--- src/hw/cprc_pkg.sv ---
// constants shared by the crosspoint route control block
// assumes one 100 MHz clock and byte addresses on the register bus
package cprc_pkg;
  localparam int          CLK_MHZ     = 100;
  localparam int          CLK_KHZ     = 1000 * CLK_MHZ;
  // power-up time of the outputs, longest, in microseconds
  localparam int          T_ON_US     = 20;
  localparam int          T_ON_CYC    = T_ON_US * CLK_MHZ;
  localparam int          PWR_CNT_W   = 12;
  // clock-low timeout of the management bus, least, in milliseconds
  localparam int          T_TMO_MS    = 25;
  localparam int          TMO_CYC     = T_TMO_MS * CLK_KHZ;
  localparam int          TMO_CNT_W   = 22;
  // register offsets (byte addresses) and indices
  localparam logic [31:0] OFF_CTRL    = 32'h0000_0000;
  localparam logic [31:0] OFF_ROUTE   = 32'h0000_0004;
  localparam logic [31:0] OFF_TXLVL   = 32'h0000_0008;
  localparam logic [31:0] OFF_RXLVL   = 32'h0000_000C;
  localparam logic [31:0] OFF_LOS     = 32'h0000_0010;
  localparam logic [31:0] OFF_STAT    = 32'h0000_0014;
  localparam logic [2:0]  IDX_CTRL    = 3'h0;
  localparam logic [2:0]  IDX_ROUTE   = 3'h1;
  localparam logic [2:0]  IDX_TXLVL   = 3'h2;
  localparam logic [2:0]  IDX_RXLVL   = 3'h3;
  localparam logic [2:0]  IDX_LOS     = 3'h4;
  localparam logic [2:0]  IDX_STAT    = 3'h5;
  // field positions and reset values
  localparam int          CTRL_SOFTPWR = 7;
  localparam logic [7:0]  CTRL_RST    = 8'h00;
  localparam logic [7:0]  ROUTE_RST   = 8'hE4;
  localparam logic [7:0]  LVL_RST     = 8'h00;
  localparam int          STAT_SMB    = 0;
  localparam int          STAT_PWR    = 1;
  localparam int          STAT_ACT    = 2;
  localparam int          STAT_TMO    = 3;
  // signal conditioning levels
  localparam logic [1:0]  LVL_OFF     = 2'h0;
  localparam logic [1:0]  LVL_LOW     = 2'h1;
  localparam logic [1:0]  LVL_MED     = 2'h2;
  localparam logic [1:0]  LVL_HIGH    = 2'h3;
  // slave address: upper three bits fixed, value arbitrary
  localparam logic [2:0]  SMB_ADDR_HI = 3'h5;
  localparam logic [1:0]  HTRANS_NSEQ = 2'h2;
endpackage : cprc_pkg

--- src/hw/cprc_smb_slave.sv ---
// byte-wide management bus slave: pointer write, data write, data read
// assumes bus pins sampled synchronously to hclk, open-drain data
`timescale 1ns/1ns
module cprc_smb_slave
  import cprc_pkg::*;
#(
  parameter int TMO = TMO_CYC
) (
  // clock and reset
  input  wire logic       hclk,
  input  wire logic       hresetn,
  input  wire logic       ce,
  input  wire logic       en,
  // bus pins
  input  wire logic       scl_i,
  input  wire logic       sda_i,
  output logic            sda_oe,
  input  wire logic [6:0] addr,
  // register side
  output logic            wr_q,
  output logic [7:0]      ptr_q,
  output logic [7:0]      wdata_q,
  input  wire logic [7:0] rdata,
  output logic            tmo_q
);
  typedef enum logic [8:0] {
    S_IDLE = 9'h001, S_ADDR = 9'h002, S_ACKA = 9'h004,
    S_CMD  = 9'h008, S_ACKC = 9'h010, S_WDAT = 9'h020,
    S_ACKW = 9'h040, S_RDAT = 9'h080, S_ACKR = 9'h100
  } cprc_smb_st_t;

  cprc_smb_st_t            st_q;
  logic                    scl_q;
  logic                    sda_q;
  logic                    rw_q;
  logic [7:0]              sh_q;
  logic [3:0]              cnt_q;
  logic [TMO_CNT_W-1:0]    low_q;
  logic                    rise;
  logic                    fall;
  logic                    start;
  logic                    stop;
  logic                    tmo;

  assign rise  = scl_i & ~scl_q;
  assign fall  = ~scl_i & scl_q;
  assign start = scl_i & scl_q & sda_q & ~sda_i;
  assign stop  = scl_i & scl_q & ~sda_q & sda_i;
  assign tmo   = (low_q == TMO_CNT_W'(TMO));

  ////////////////////////////////////////////////////////////////////
  always_ff @(posedge hclk or negedge hresetn) begin
    if (!hresetn) begin
      scl_q <= 1'b1;
      sda_q <= 1'b1;
    end else if (ce) begin
      scl_q <= scl_i;
      sda_q <= sda_i;
    end
  end

  // clock-low timeout
  always_ff @(posedge hclk or negedge hresetn) begin
    if (!hresetn) begin
      low_q <= '0;
      tmo_q <= 1'b0;
    end else if (ce) begin
      low_q <= (!en || scl_i || tmo) ? '0 : low_q + 1'b1; // RQ19
      tmo_q <= tmo;
    end
  end

  ////////////////////////////////////////////////////////////////////
  always_ff @(posedge hclk or negedge hresetn) begin
    if (!hresetn) begin
      st_q    <= S_IDLE;
      sh_q    <= '0;
      cnt_q   <= '0;
      rw_q    <= 1'b0;
      ptr_q   <= '0;
      wdata_q <= '0;
      wr_q    <= 1'b0;
      sda_oe  <= 1'b0;
    end else if (ce) begin
      wr_q <= 1'b0;
      if (!en || stop || tmo) begin // RQ19
        st_q   <= S_IDLE;
        sda_oe <= 1'b0;
      end else if (start) begin
        st_q   <= S_ADDR;
        cnt_q  <= '0;
        sda_oe <= 1'b0;
      end else begin
        case (st_q)
          S_ADDR, S_CMD, S_WDAT: begin
            if (rise) begin
              sh_q  <= {sh_q[6:0], sda_i};
              cnt_q <= cnt_q + 1'b1;
            end else if (fall && cnt_q == 4'h8) begin
              cnt_q  <= '0;
              sda_oe <= 1'b1;
              if (st_q == S_ADDR) begin
                if (sh_q[7:1] == addr) begin // RQ8
                  rw_q <= sh_q[0];
                  st_q <= S_ACKA;
                end else begin
                  sda_oe <= 1'b0;
                  st_q   <= S_IDLE;
                end
              end else if (st_q == S_CMD) begin
                ptr_q <= sh_q;
                st_q  <= S_ACKC;
              end else begin
                wdata_q <= sh_q;
                wr_q    <= 1'b1;
                st_q    <= S_ACKW;
              end
            end
          end
          S_ACKA, S_ACKC, S_ACKW: begin
            if (fall) begin
              if (st_q == S_ACKA && rw_q) begin
                sh_q   <= rdata;
                sda_oe <= ~rdata[7];
                st_q   <= S_RDAT;
              end else begin
                sda_oe <= 1'b0;
                st_q   <= (st_q == S_ACKA) ? S_CMD : S_WDAT;
                if (st_q == S_ACKW) ptr_q <= ptr_q + 1'b1;
              end
            end
          end
          S_RDAT: begin
            if (rise) begin
              cnt_q <= cnt_q + 1'b1;
            end else if (fall) begin
              if (cnt_q == 4'h8) begin
                cnt_q  <= '0;
                sda_oe <= 1'b0;
                st_q   <= S_ACKR;
              end else begin
                sh_q   <= {sh_q[6:0], 1'b0};
                sda_oe <= ~sh_q[6];
              end
            end
          end
          S_ACKR: begin
            if (rise) begin
              if (sda_i) st_q <= S_IDLE;
              else ptr_q <= ptr_q + 1'b1;
            end else if (fall) begin
              sh_q   <= rdata;
              sda_oe <= ~rdata[7];
              st_q   <= S_RDAT;
            end
          end
          default: st_q <= S_IDLE;
        endcase
      end
    end
  end
endmodule : cprc_smb_slave

--- src/hw/cprc_top.sv ---
// crosspoint route control: routing, power, conditioning, loss monitors
// assumes pins synchronous to hclk; registers reached over AHB-Lite
//
// Our own choices: the AHB-Lite slave port and the register addresses.
`timescale 1ns/1ns
// Overview of operation
// RQ1: any input may drive any output, several outputs at once, no blocking
// RQ2: mode pin high selects management bus mode, low selects pin mode
// RQ3: every toggle of the mode pin resets all management registers
// RQ4: mode pin pulled low in the pad, floating means pin mode
// RQ5: in pin mode each output has its own select pin pair
// RQ6: select pair as binary, bit1 most significant, picks input of that index
// RQ7: in bus mode output-zero pair becomes bus clock and data line
// RQ8: in bus mode output-one and output-two pairs are four address straps
// RQ9: in bus mode output-three pair is ignored, board ties it
// RQ10: in pin mode low power-down pin powers the device down
// RQ11: bus interface stays reachable while powered down in bus mode
// RQ12: in bus mode power up when pin high or soft power bit set
// RQ13: in bus mode power down only when pin low and soft bit clear
// RQ14: equalization select pins act in both modes
// RQ15: pre-emphasis select pins act in both modes
// RQ16: registers set each channel level to off, low, medium or high
// RQ17: pins give pre-emphasis off or medium, equalization off or low
// RQ18: in bus mode loss-of-signal monitors report open inputs
// RQ19: bus clock held low past 25 ms is a bus timeout
// RQ20: outputs active within 20 us after power-down pin rises
module cprc_top
  import cprc_pkg::*;
#(
  parameter int NCH = 4,
  parameter int TMO = TMO_CYC
) (
  // clock, reset, enable
  input  wire logic             hclk,
  input  wire logic             hresetn,
  input  wire logic             ce,
  // ahb-lite slave
  input  wire logic             hsel,
  input  wire logic [31:0]      haddr,
  input  wire logic [1:0]       htrans,
  input  wire logic             hwrite,
  input  wire logic [2:0]       hsize,
  input  wire logic [31:0]      hwdata,
  input  wire logic             hready,
  output logic                  hreadyout,
  output logic                  hresp,
  output logic [31:0]           hrdata,
  // mode and power pins
  input  wire logic             smb_enable_pin,
  input  wire logic             power_down_pin,
  // route select pins and bus data drive
  input  wire logic             route_sel_switch_output0_bit0,
  input  wire logic             route_sel_switch_output0_bit1,
  input  wire logic             route_sel_out1_bit0,
  input  wire logic             route_sel_out1_bit1,
  input  wire logic             route_sel_out2_bit0,
  input  wire logic             route_sel_out2_bit1,
  input  wire logic             route_sel_out3_bit0,
  input  wire logic             route_sel_out3_bit1,
  output logic                  smb_data_o,
  output logic                  smb_data_oe,
  // conditioning select pins
  input  wire logic             tx_boost_sel0,
  input  wire logic             tx_boost_sel1,
  input  wire logic             tx_boost_sel2,
  input  wire logic             tx_boost_sel3,
  input  wire logic             rx_comp_sel0,
  input  wire logic             rx_comp_sel1,
  input  wire logic             rx_comp_sel2,
  input  wire logic             rx_comp_sel3,
  // datapath
  input  wire logic [NCH-1:0]   switch_in,
  input  wire logic [NCH-1:0]   sig_present,
  output logic [NCH-1:0]        switch_output_n,
  output logic [2*NCH-1:0]      tx_boost_level,
  output logic [2*NCH-1:0]      rx_comp_level,
  output logic                  outputs_active
);
  logic [2*NCH-1:0] pin_sel;
  logic [NCH-1:0]   pe_pin;
  logic [NCH-1:0]   eq_pin;
  logic             smb_mode;
  logic             mode_q;
  logic             mode_tgl;
  logic [7:0]       ctrl_q;
  logic [7:0]       route_q;
  logic [7:0]       txlvl_q;
  logic [7:0]       rxlvl_q;
  logic [NCH-1:0]   los_q;
  logic             tmo_st_q;
  logic [2*NCH-1:0] sel_q;
  logic             pwr_q;
  logic             pwr_d;
  logic [PWR_CNT_W-1:0] ton_q;
  logic             ap_wr_q;
  logic [2:0]       ap_idx_q;
  logic             ap_ok_q;
  logic             ap_take;
  logic             ap_ok;
  logic             smb_wr;
  logic [7:0]       smb_ptr;
  logic [7:0]       smb_wdata;
  logic             smb_tmo;
  logic             we;
  logic [2:0]       widx;
  logic [7:0]       wdat;
  logic [7:0]       smb_rdata;

  assign pin_sel = {route_sel_out3_bit1, route_sel_out3_bit0, route_sel_out2_bit1,
                    route_sel_out2_bit0, route_sel_out1_bit1, route_sel_out1_bit0,
                    route_sel_switch_output0_bit1, route_sel_switch_output0_bit0};
  assign pe_pin  = {tx_boost_sel3, tx_boost_sel2, tx_boost_sel1, tx_boost_sel0};
  assign eq_pin  = {rx_comp_sel3, rx_comp_sel2, rx_comp_sel1, rx_comp_sel0};
  // pad pulldown makes an open pin read low, pin mode
  assign smb_mode = smb_enable_pin; // RQ2 RQ4
  assign mode_tgl = smb_mode ^ mode_q;

  function automatic logic [7:0] rd_reg(input logic [2:0] idx);
    case (idx)
      IDX_CTRL:  rd_reg = ctrl_q;
      IDX_ROUTE: rd_reg = route_q;
      IDX_TXLVL: rd_reg = txlvl_q;
      IDX_RXLVL: rd_reg = rxlvl_q;
      IDX_LOS:   rd_reg = {sig_present, los_q};
      IDX_STAT: begin
        rd_reg = '0;
        rd_reg[STAT_SMB] = smb_mode;
        rd_reg[STAT_PWR] = pwr_q;
        rd_reg[STAT_ACT] = outputs_active;
        rd_reg[STAT_TMO] = tmo_st_q;
      end
      default:   rd_reg = '0;
    endcase
  endfunction : rd_reg

  ////////////////////////////////////////////////////////////////////
  // ahb-lite slave, zero wait states, always OKAY
  assign hreadyout = 1'b1;
  assign hresp     = 1'b0;
  assign ap_take   = ce && hsel && hready && (htrans == HTRANS_NSEQ);
  assign ap_ok     = (haddr[31:5] == '0) && (haddr[4:2] <= IDX_STAT);

  always_ff @(posedge hclk or negedge hresetn) begin
    if (!hresetn) begin
      ap_wr_q  <= 1'b0;
      ap_idx_q <= '0;
      ap_ok_q  <= 1'b0;
      hrdata   <= '0;
    end else if (ce) begin
      ap_wr_q  <= ap_take && hwrite;
      ap_idx_q <= haddr[4:2];
      ap_ok_q  <= ap_ok;
      if (ap_take && !hwrite) hrdata <= ap_ok ? {24'h0, rd_reg(haddr[4:2])} : '0;
    end
  end

  // bus write port; ahb wins a same-cycle clash
  always_comb begin
    we   = 1'b0;
    widx = smb_ptr[2:0];
    wdat = smb_wdata;
    if (ap_wr_q && ap_ok_q) begin
      we   = 1'b1;
      widx = ap_idx_q;
      wdat = hwdata[7:0];
    end else if (smb_wr && smb_ptr[7:3] == '0) begin
      we = 1'b1;
    end
  end

  ////////////////////////////////////////////////////////////////////
  // slave read mux, process follows every register the function reads
  always_comb smb_rdata = rd_reg(smb_ptr[2:0]);

  // management bus slave on route pins of output zero
  cprc_smb_slave #(.TMO(TMO)) u_smb (
    .hclk    (hclk),
    .hresetn (hresetn),
    .ce      (ce),
    .en      (smb_mode), // RQ11
    .scl_i   (route_sel_switch_output0_bit0), // RQ7
    .sda_i   (route_sel_switch_output0_bit1), // RQ7
    .sda_oe  (smb_data_oe),
    .addr    ({SMB_ADDR_HI, pin_sel[5:2]}), // RQ8
    .wr_q    (smb_wr),
    .ptr_q   (smb_ptr),
    .wdata_q (smb_wdata),
    .rdata   (smb_rdata),
    .tmo_q   (smb_tmo)
  );
  assign smb_data_o = 1'b0;

  ////////////////////////////////////////////////////////////////////
  // registers, cleared on every mode toggle
  always_ff @(posedge hclk or negedge hresetn) begin
    if (!hresetn) begin
      mode_q   <= 1'b0;
      ctrl_q   <= CTRL_RST;
      route_q  <= ROUTE_RST;
      txlvl_q  <= LVL_RST;
      rxlvl_q  <= LVL_RST;
    end else if (ce) begin
      mode_q <= smb_mode;
      if (mode_tgl) begin // RQ3
        ctrl_q  <= CTRL_RST;
        route_q <= ROUTE_RST;
        txlvl_q <= LVL_RST;
        rxlvl_q <= LVL_RST;
      end else if (we) begin
        if (widx == IDX_CTRL)  ctrl_q  <= wdat;
        if (widx == IDX_ROUTE) route_q <= wdat;
        if (widx == IDX_TXLVL) txlvl_q <= wdat; // RQ16
        if (widx == IDX_RXLVL) rxlvl_q <= wdat; // RQ16
      end
    end
  end

  // sticky loss and timeout flags, write one to clear, set wins
  always_ff @(posedge hclk or negedge hresetn) begin
    if (!hresetn) begin
      los_q    <= '0;
      tmo_st_q <= 1'b0;
    end else if (ce) begin
      if (mode_tgl) begin // RQ3
        los_q    <= '0;
        tmo_st_q <= 1'b0;
      end else begin
        los_q <= (los_q & ~((we && widx == IDX_LOS) ? wdat[NCH-1:0] : '0))
                 | (smb_mode ? ~sig_present : '0); // RQ18
        tmo_st_q <= smb_tmo | (tmo_st_q & ~(we && widx == IDX_STAT && wdat[STAT_TMO]));
      end
    end
  end

  ////////////////////////////////////////////////////////////////////
  // power state and power-up delay
  always_comb begin
    if (smb_mode) pwr_d = power_down_pin | ctrl_q[CTRL_SOFTPWR]; // RQ12 RQ13
    else pwr_d = power_down_pin; // RQ10
  end

  always_ff @(posedge hclk or negedge hresetn) begin
    if (!hresetn) begin
      pwr_q          <= 1'b0;
      ton_q          <= '0;
      outputs_active <= 1'b0;
    end else if (ce) begin
      pwr_q <= pwr_d;
      if (!pwr_q) begin
        ton_q          <= '0;
        outputs_active <= 1'b0;
      end else if (ton_q != PWR_CNT_W'(T_ON_CYC)) begin
        ton_q <= ton_q + 1'b1;
      end else begin
        outputs_active <= 1'b1; // RQ20
      end
    end
  end

  ////////////////////////////////////////////////////////////////////
  // per-output route, switch and conditioning
  for (genvar i = 0; i < NCH; i++) begin : g_ch
    always_ff @(posedge hclk or negedge hresetn) begin
      if (!hresetn) begin
        sel_q[2*i+:2]          <= '0;
        switch_output_n[i]     <= 1'b0;
        tx_boost_level[2*i+:2] <= LVL_OFF;
        rx_comp_level[2*i+:2]  <= LVL_OFF;
      end else if (ce) begin
        sel_q[2*i+:2] <= smb_mode ? route_q[2*i+:2] : pin_sel[2*i+:2]; // RQ5 RQ6 RQ9
        switch_output_n[i] <= outputs_active & switch_in[sel_q[2*i+:2]]; // RQ1
        if (pe_pin[i]) tx_boost_level[2*i+:2] <= LVL_MED; // RQ15 RQ17
        else tx_boost_level[2*i+:2] <= smb_mode ? txlvl_q[2*i+:2] : LVL_OFF;
        if (eq_pin[i]) rx_comp_level[2*i+:2] <= LVL_LOW; // RQ14 RQ17
        else rx_comp_level[2*i+:2] <= smb_mode ? rxlvl_q[2*i+:2] : LVL_OFF;
      end
    end
  end
endmodule : cprc_top

--- config.mk ---
export PLATFORM = sky130hd
export DESIGN_NAME = cprc_top
export DESIGN_NICKNAME = d
export VERILOG_FILES = /design/src/hw/cprc_pkg.sv /design/src/hw/cprc_smb_slave.sv /design/src/hw/cprc_top.sv
export SDC_FILE = /design/constraint.sdc
export NUM_CORES = 1
export LEC_CHECK = 0
export ABC_AREA = 1
export BUFFER_PORTS_ARGS = -buffer_cell sky130_fd_sc_hd__buf_2
export CAP_MARGIN = 20
export CORE_AREA = 2 2 147 149
export DETAILED_ROUTE_END_ITERATION = 7
export DIE_AREA = 0 0 149 151
export GPL_TIMING_DRIVEN = 1
export PLACE_DENSITY = 0.65
export SLEW_MARGIN = 20
export SYNTH_ARGS = -nofsm -noshare
export SYNTH_HDL_FRONTEND = slang
export SYNTH_SLANG_ARGS = --single-unit
--- constraint.sdc ---
create_clock -name hclk -period 3.65 [get_ports hclk]
set_input_delay 0.73 -clock hclk [delete_from_list [all_inputs] [get_ports hclk]]
set_output_delay 0.73 -clock hclk [all_outputs]
set_load 0.02 [all_outputs]
# After elaboration in Yosys (flattened, before gate mapping)
# Index checks and enable logic that the tools add are counted.
# W data, S select, Z words.
dict set report word_totals {
  reg_bits 182
  out_inout_bits 57
  wordCells 311
}
dict set report classes {
  addsub 4
  order_cmp 5
  n_eq_ne 59
  n_mux 121
  n_bitwise 31
  reduce_logical 49
}
# operator n
set op_table {}
lappend op_table {{$mux W8} 31}
lappend op_table {{$mux W9} 13}
lappend op_table {{$pmux W8 S6} 2}
lappend op_table {{$mux W2} 20}
lappend op_table {{$mux W4} 9}
lappend op_table {{$pmux W9 S4} 1}
lappend op_table {{$ne A4 B1 Y1 const B} 8}
lappend op_table {{$pmux W8 S4} 1}
lappend op_table {{$mux W1} 30}
lappend op_table {{$logic_not A27 Y1} 1}
lappend op_table {{$mux W12} 2}
lappend op_table {{$pmux W8 S3} 1}
lappend op_table {{$add A22 B1 Y22 const B} 1}
lappend op_table {{$eq A22 B22 Y1 const B} 1}
lappend op_table {{$mux W22} 1}
lappend op_table {{$ne A2 B1 Y1 const B} 10}
lappend op_table {{$eq A3 B2 Y1 const B} 6}
lappend op_table {{$eq A3 B3 Y1 const B} 6}
lappend op_table {{$reduce_and A9 Y1} 2}
lappend op_table {{$ne A2 B2 Y1 const B} 8}
lappend op_table {{$reduce_and A8 Y1} 2}
lappend op_table {{$logic_and A1 B1 Y1} 13}
lappend op_table {{$reduce_and A13 Y1} 1}
lappend op_table {{$add A12 B1 Y12 const B} 1}
lappend op_table {{46 further kinds} 98}

# Longest topological paths before layout
dict set report logic_depth {
  depth_word 10
  ltp_mapped 15
  depth_no_buf 15
}

# Modules after synthesis
# Synthesis repeated with hierarchy kept, for this count alone.
dict set report hier_totals {
  cells_unflattened 1350
  hier_area_um2 9848.2
}
# mod n_inst cells_per_inst area_per_inst_um2 seq_area_each_um2
set modules_own_cells {}
lappend modules_own_cells {cprc_top 1 726 5544.1 2332.2}
lappend modules_own_cells {cprc_smb_slave 1 624 4304.1 1630.3}

# Worst setup path before layout
# OpenSTA, ideal clock, no wires.
dict set report synth_path {
  path_type {input-to-reg}
  startpoint {input route_sel_switch_output0_bit0}
  endpoint {register u_smb.ptr_q[0]}
  setup_ns 0.117
  t_arrival_ns 1.954
  setup_slack_ns 1.579
  cell_stages 9
  cell_sequence {ha_1 > clkbuf_1 > inv_1 > a21oi_1 > nand3_1 > nor2_4 > nand2_2 > nand2_1 > nand2_1}
}
dict set report synth_between {
  elab_chain_cells 7
  elab_cells_between_ends 18
}
# item line
set synth_lines {}
lappend synth_lines {{from (decl)} cprc_top.sv:52} ;# input wire logic route_sel_switch_output0_bit0,
lappend synth_lines {{$and A1 B1 Y1} {cprc_smb_slave.sv:47, cprc_smb_slave.sv:48}}
lappend synth_lines {{$and A1 B1 Y1 (2 in series)} cprc_smb_slave.sv:48} ;# assign stop = scl_i & scl_q & ~sda_q & sda_i;
lappend synth_lines {{$logic_or A1 B1 Y1 (2 in series)} cprc_smb_slave.sv:86} ;# if (!en || stop || tmo) begin
lappend synth_lines {{$not A1 Y1 (no source line)} -}
lappend synth_lines {{$reduce_and A13 Y1 (no source line) *} -}
lappend synth_lines {{to (signal assigned)} cprc_smb_slave.sv:111} ;# ptr_q <= sh_q;
lappend synth_lines {{to (signal assigned)} cprc_smb_slave.sv:129} ;# if (st_q == S_ACKW) ptr_q <= ptr_q + 1'b1;
lappend synth_lines {{to (signal assigned)} cprc_smb_slave.sv:150} ;# else ptr_q <= ptr_q + 1'b1;
lappend synth_lines {{to (decl)} cprc_smb_slave.sv:21} ;# output logic [7:0] ptr_q,
# Mark *: on every way between the ends. The rest lies on a longest branch, timed or not.
# A chain may end at the register's enable or synchronous reset.

# Worst setup path after layout
dict set report layout_path {
  startpoint {register u_smb.ptr_q[0]}
  endpoint {register u_smb.sda_oe}
}
dict set report layout_between {
  elab_chain_cells 8
  elab_cells_between_ends 15
}
# item line
set layout_lines {}
lappend layout_lines {{$eq A3 B3 Y1, or another cell as far along} cprc_top.sv:119} ;# case (idx)
lappend layout_lines {{$pmux W8 S6 *} cprc_top.sv:119}
lappend layout_lines {{$not A1 Y1 *} {cprc_smb_slave.sv:124, cprc_smb_slave.sv:153}}
lappend layout_lines {{$mux W1 (on tied branches)} {cprc_smb_slave.sv:151, cprc_smb_slave.sv:122}}
lappend layout_lines {{$mux W1 (on tied branches)} {cprc_smb_slave.sv:148, cprc_smb_slave.sv:121}}
lappend layout_lines {{$pmux W1 S4 *} cprc_smb_slave.sv:94} ;# case (st_q)
lappend layout_lines {{$mux W1 *} cprc_smb_slave.sv:89} ;# end else if (start) begin
lappend layout_lines {{$mux W1 *} cprc_smb_slave.sv:86}
lappend layout_lines {{to (signal assigned)} cprc_smb_slave.sv:124} ;# sda_oe <= ~rdata[7];
lappend layout_lines {{to (signal assigned)} cprc_smb_slave.sv:143} ;# sda_oe <= ~sh_q[6];
lappend layout_lines {{to (signal assigned)} cprc_smb_slave.sv:153} ;# sda_oe <= ~rdata[7];
lappend layout_lines {{to (decl)} cprc_smb_slave.sv:17} ;# output logic sda_oe,
# Mark *: on every way between the ends. The rest lies on a longest branch, timed or not. The select of a mux whose other input is x is not followed.

==> out/results.txt <==
Status = finished, final reports clean
Slew at the pin with the worst max-slew slack = 0.791 ns
Setup Skew = 0.00795 ns
Crit share post-route = 0.626
Max-Cap Viols = 0
YS warnings = 0
Largest net degree at the start of global routing = 83
CTS Hold Bufs = 0
Leakage power = 0.00528 uW
EDFF count, synth = 0
Final min period = 2.29 ns
Post-synth ARST share = 1.00
Grt total ovfl = 0
Reg-to-reg setup timing slack = 1.36 ns
Vias post-DR = 8834
Htree depth = 4
Reg2reg path depth = 11
Drt pass-1 iters = 6
Max FO, Critical Path = 8
All-layer global routing usage = 0.239
Die Y-Extent = 151 um
Total CTS buffers = 17
Register area share after synthesis = 0.419
Dpl hpwl = 19900 um
DRC errors left = 0
Die area = 0.0225 mm^2
Post-CTS sizing = 0
Final worst slack = 1.36 ns
Worst-Skew Late Latency = 0.43 ns
Primary FF master, synth = dfrtp_1
Diodes inserted = 0
Worst r2r src = u_smb.ptr_q[0]
Yosys cell types = 54
Placed cell areas = 0.0101 mm^2
IO Port Bufs = 101
Die X = 149 um
WS Path Type = register to register
RSZ-0062 raised after global routing = no
Vias in the first global route = 8124
#FFs+latches synth = 158
Pre-CTS WS = 1.08 ns
CP required = 4.02 ns
Initial Utilization = 0.455
Post-Syn Instances = 1277
Core Region = 0.0208 mm^2
Peak VDD IR = 0.000352 V
Gp weighted congestion = 0.944
CTS tree = yes
Row count = 53
Global-route wire length before repair = 42000 um
Fin. max-slew vios = 0
Mapped Area = 0.00947 mm^2
Crit end category = register
Area grow syn2layout = 13.3%
Final Power = 4760 uW
Drt via density = 5.32
WL per Instance = 15.7 um
Final setup vio count = 0
Clock sinks = 158
Mean Syn Cell Area = 7.41 um^2
CP startpoint kind = register
Clock transition at the registers of the reported paths = 0.07 ns
Power per cell area = 444 mW/mm^2
Worst Path Arrival = 2.66 ns
Total Routed Length = 26200 um
Worst r2r dst = u_smb.sda_oe
Layout cell share with drive strength beyond 1 = 0.135
Sum Neg Setup Slack = 0 ns
Most frequent cells in the layout = 294 x nand2_1, 166 x inv_1, 151 x dfrtp_1
# IOs = 158
Maximum clock path buffer count = 2
Most common cell after layout, fill and taps aside = nand2_1
Normalized max-slew margin = 0.473
Hold crit path type = input port to async pin
Clock root cell = clkbuf_16
Final core utilization = 0.515
Fmax = 438 MHz
Post-route cell area = 0.0107 mm^2
Initial antenna violation count = 0
Routed Antenna Nets = 0
Number of setup buffers added after CTS = 0
Final net count = 1489
Hold Vio Cnt, Final = 0
Initial DRC count = 674
## how the worst max path moves through the flow
stage          slack, ns                           from              to
4_1_cts             1.40                 u_smb.low_q[0]   u_smb.st_q[2]
6_report            1.36                 u_smb.ptr_q[0]    u_smb.sda_oe
3_5_place_dp        1.08  route_sel_switch_output0_bit0   u_smb.st_q[6]
5_1_grt             1.20                  u_smb.st_q[5]  u_smb.ptr_q[0]
2_1_floorplan       1.58  route_sel_switch_output0_bit0  u_smb.ptr_q[0]
3_3_place_gp        1.07                 smb_enable_pin  u_smb.ptr_q[7]
## critical path, stage by stage (launching register included)
cell and delay (ns):
dfrtp_1 0.45, inv_1 0.12, ha_1 0.22, nand2_1 0.26, nor2_1 0.07, nor3_1 0.56
o21ai_0 0.20, nand3_1 0.12, nand2_1 0.05, inv_1 0.04, nand3_1 0.05, nand2_1 0.07
## cells in the mapped netlist (all sizes together) (3+ instances only)
cell / instances / area, um^2
nand2: 301 / 1150
ha: 14 / 175
nor3: 32 / 171
a31oi: 5 / 31.3
nor2: 130 / 533
nand4: 29 / 196
dfrtp: 151 / 3780
or2: 5 / 33.8
o221ai: 8 / 70.1
dfstp: 7 / 184
o22ai: 45 / 282
inv: 177 / 667
a21oi: 31 / 193
a32o: 4 / 40.0
xor2: 14 / 123
nor4: 11 / 75.1
clkbuf: 16 / 61.3
nand3: 82 / 435
nor3b: 3 / 22.5
o21ai: 149 / 749
buf: 39 / 302
o31ai: 10 / 75.1
## layout make-up
class                      instances  area [um^2]
inverter                         178          671
timing repair buffer             108          577
clock buffer                      19          443
clock inverter                    12          160
tap                              275          344
fill                            2122        10100
sequential                       158         3960
multi-input combinational        911         4560
## flip-flops by register name, summed over array words and instances (netlist names), 3 cells and up
| name | count |
|---|---|
| u_smb.wdata_q | 8 |
| u_smb.low_q | 22 |
| ctrl_q | 8 |
| rx_comp_level | 8 |
| hrdata | 8 |
| ap_idx_q | 3 |
| tx_boost_level | 8 |
| u_smb.ptr_q | 8 |
| los_q | 4 |
| switch_output_n | 4 |
| ton_q | 12 |
| route_q | 8 |
| sel_q | 8 |
| txlvl_q | 8 |
| rxlvl_q | 8 |
| u_smb.cnt_q | 4 |
| u_smb.sh_q | 8 |
| u_smb.st_q | 9 |
## power by group
group	leakage (uW)	switching [uW]	total (uW)	internal (uW)
combinational	0.00298	585	835	250
clock	0.000294	766	1860	1100
sequential	0.00201	119	2060	1940
## stage by stage
step / std cells / hold WS, ns
2_1_floorplan: 1302 / 0.434
3_3_place_gp: 1630 / 0.461
3_5_place_dp: 1630 / 0.465
4_1_cts: 1661 / 0.388
5_1_grt: 1661 / 0.421
6_report: 1661 / 0.333
## metal layers
| layer | GRT usage | part of all wire |
|---|---|---|
| met1 | 0.337 | 0.46 |
| met2 | 0.373 | 0.45 |
| met3 | 0.0470 | 0.071 |
| met4 | 0.0781 | 0.026 |
| met5 | 0 | 0 |
## cell families (layout without fill, tap and decap cells)
kind of cell,Yosys count,in the layout,synth area share
compound gates,258,258,0.157
xor+xnor,16,16,0.0168
fa+ha+maj,14,14,0.0185
buf+inv,233,317,0.109
flops,158,158,0.419
other cells,2,27,0.000793
simple gates,596,596,0.279
Power figures use the tool's default switching activity.
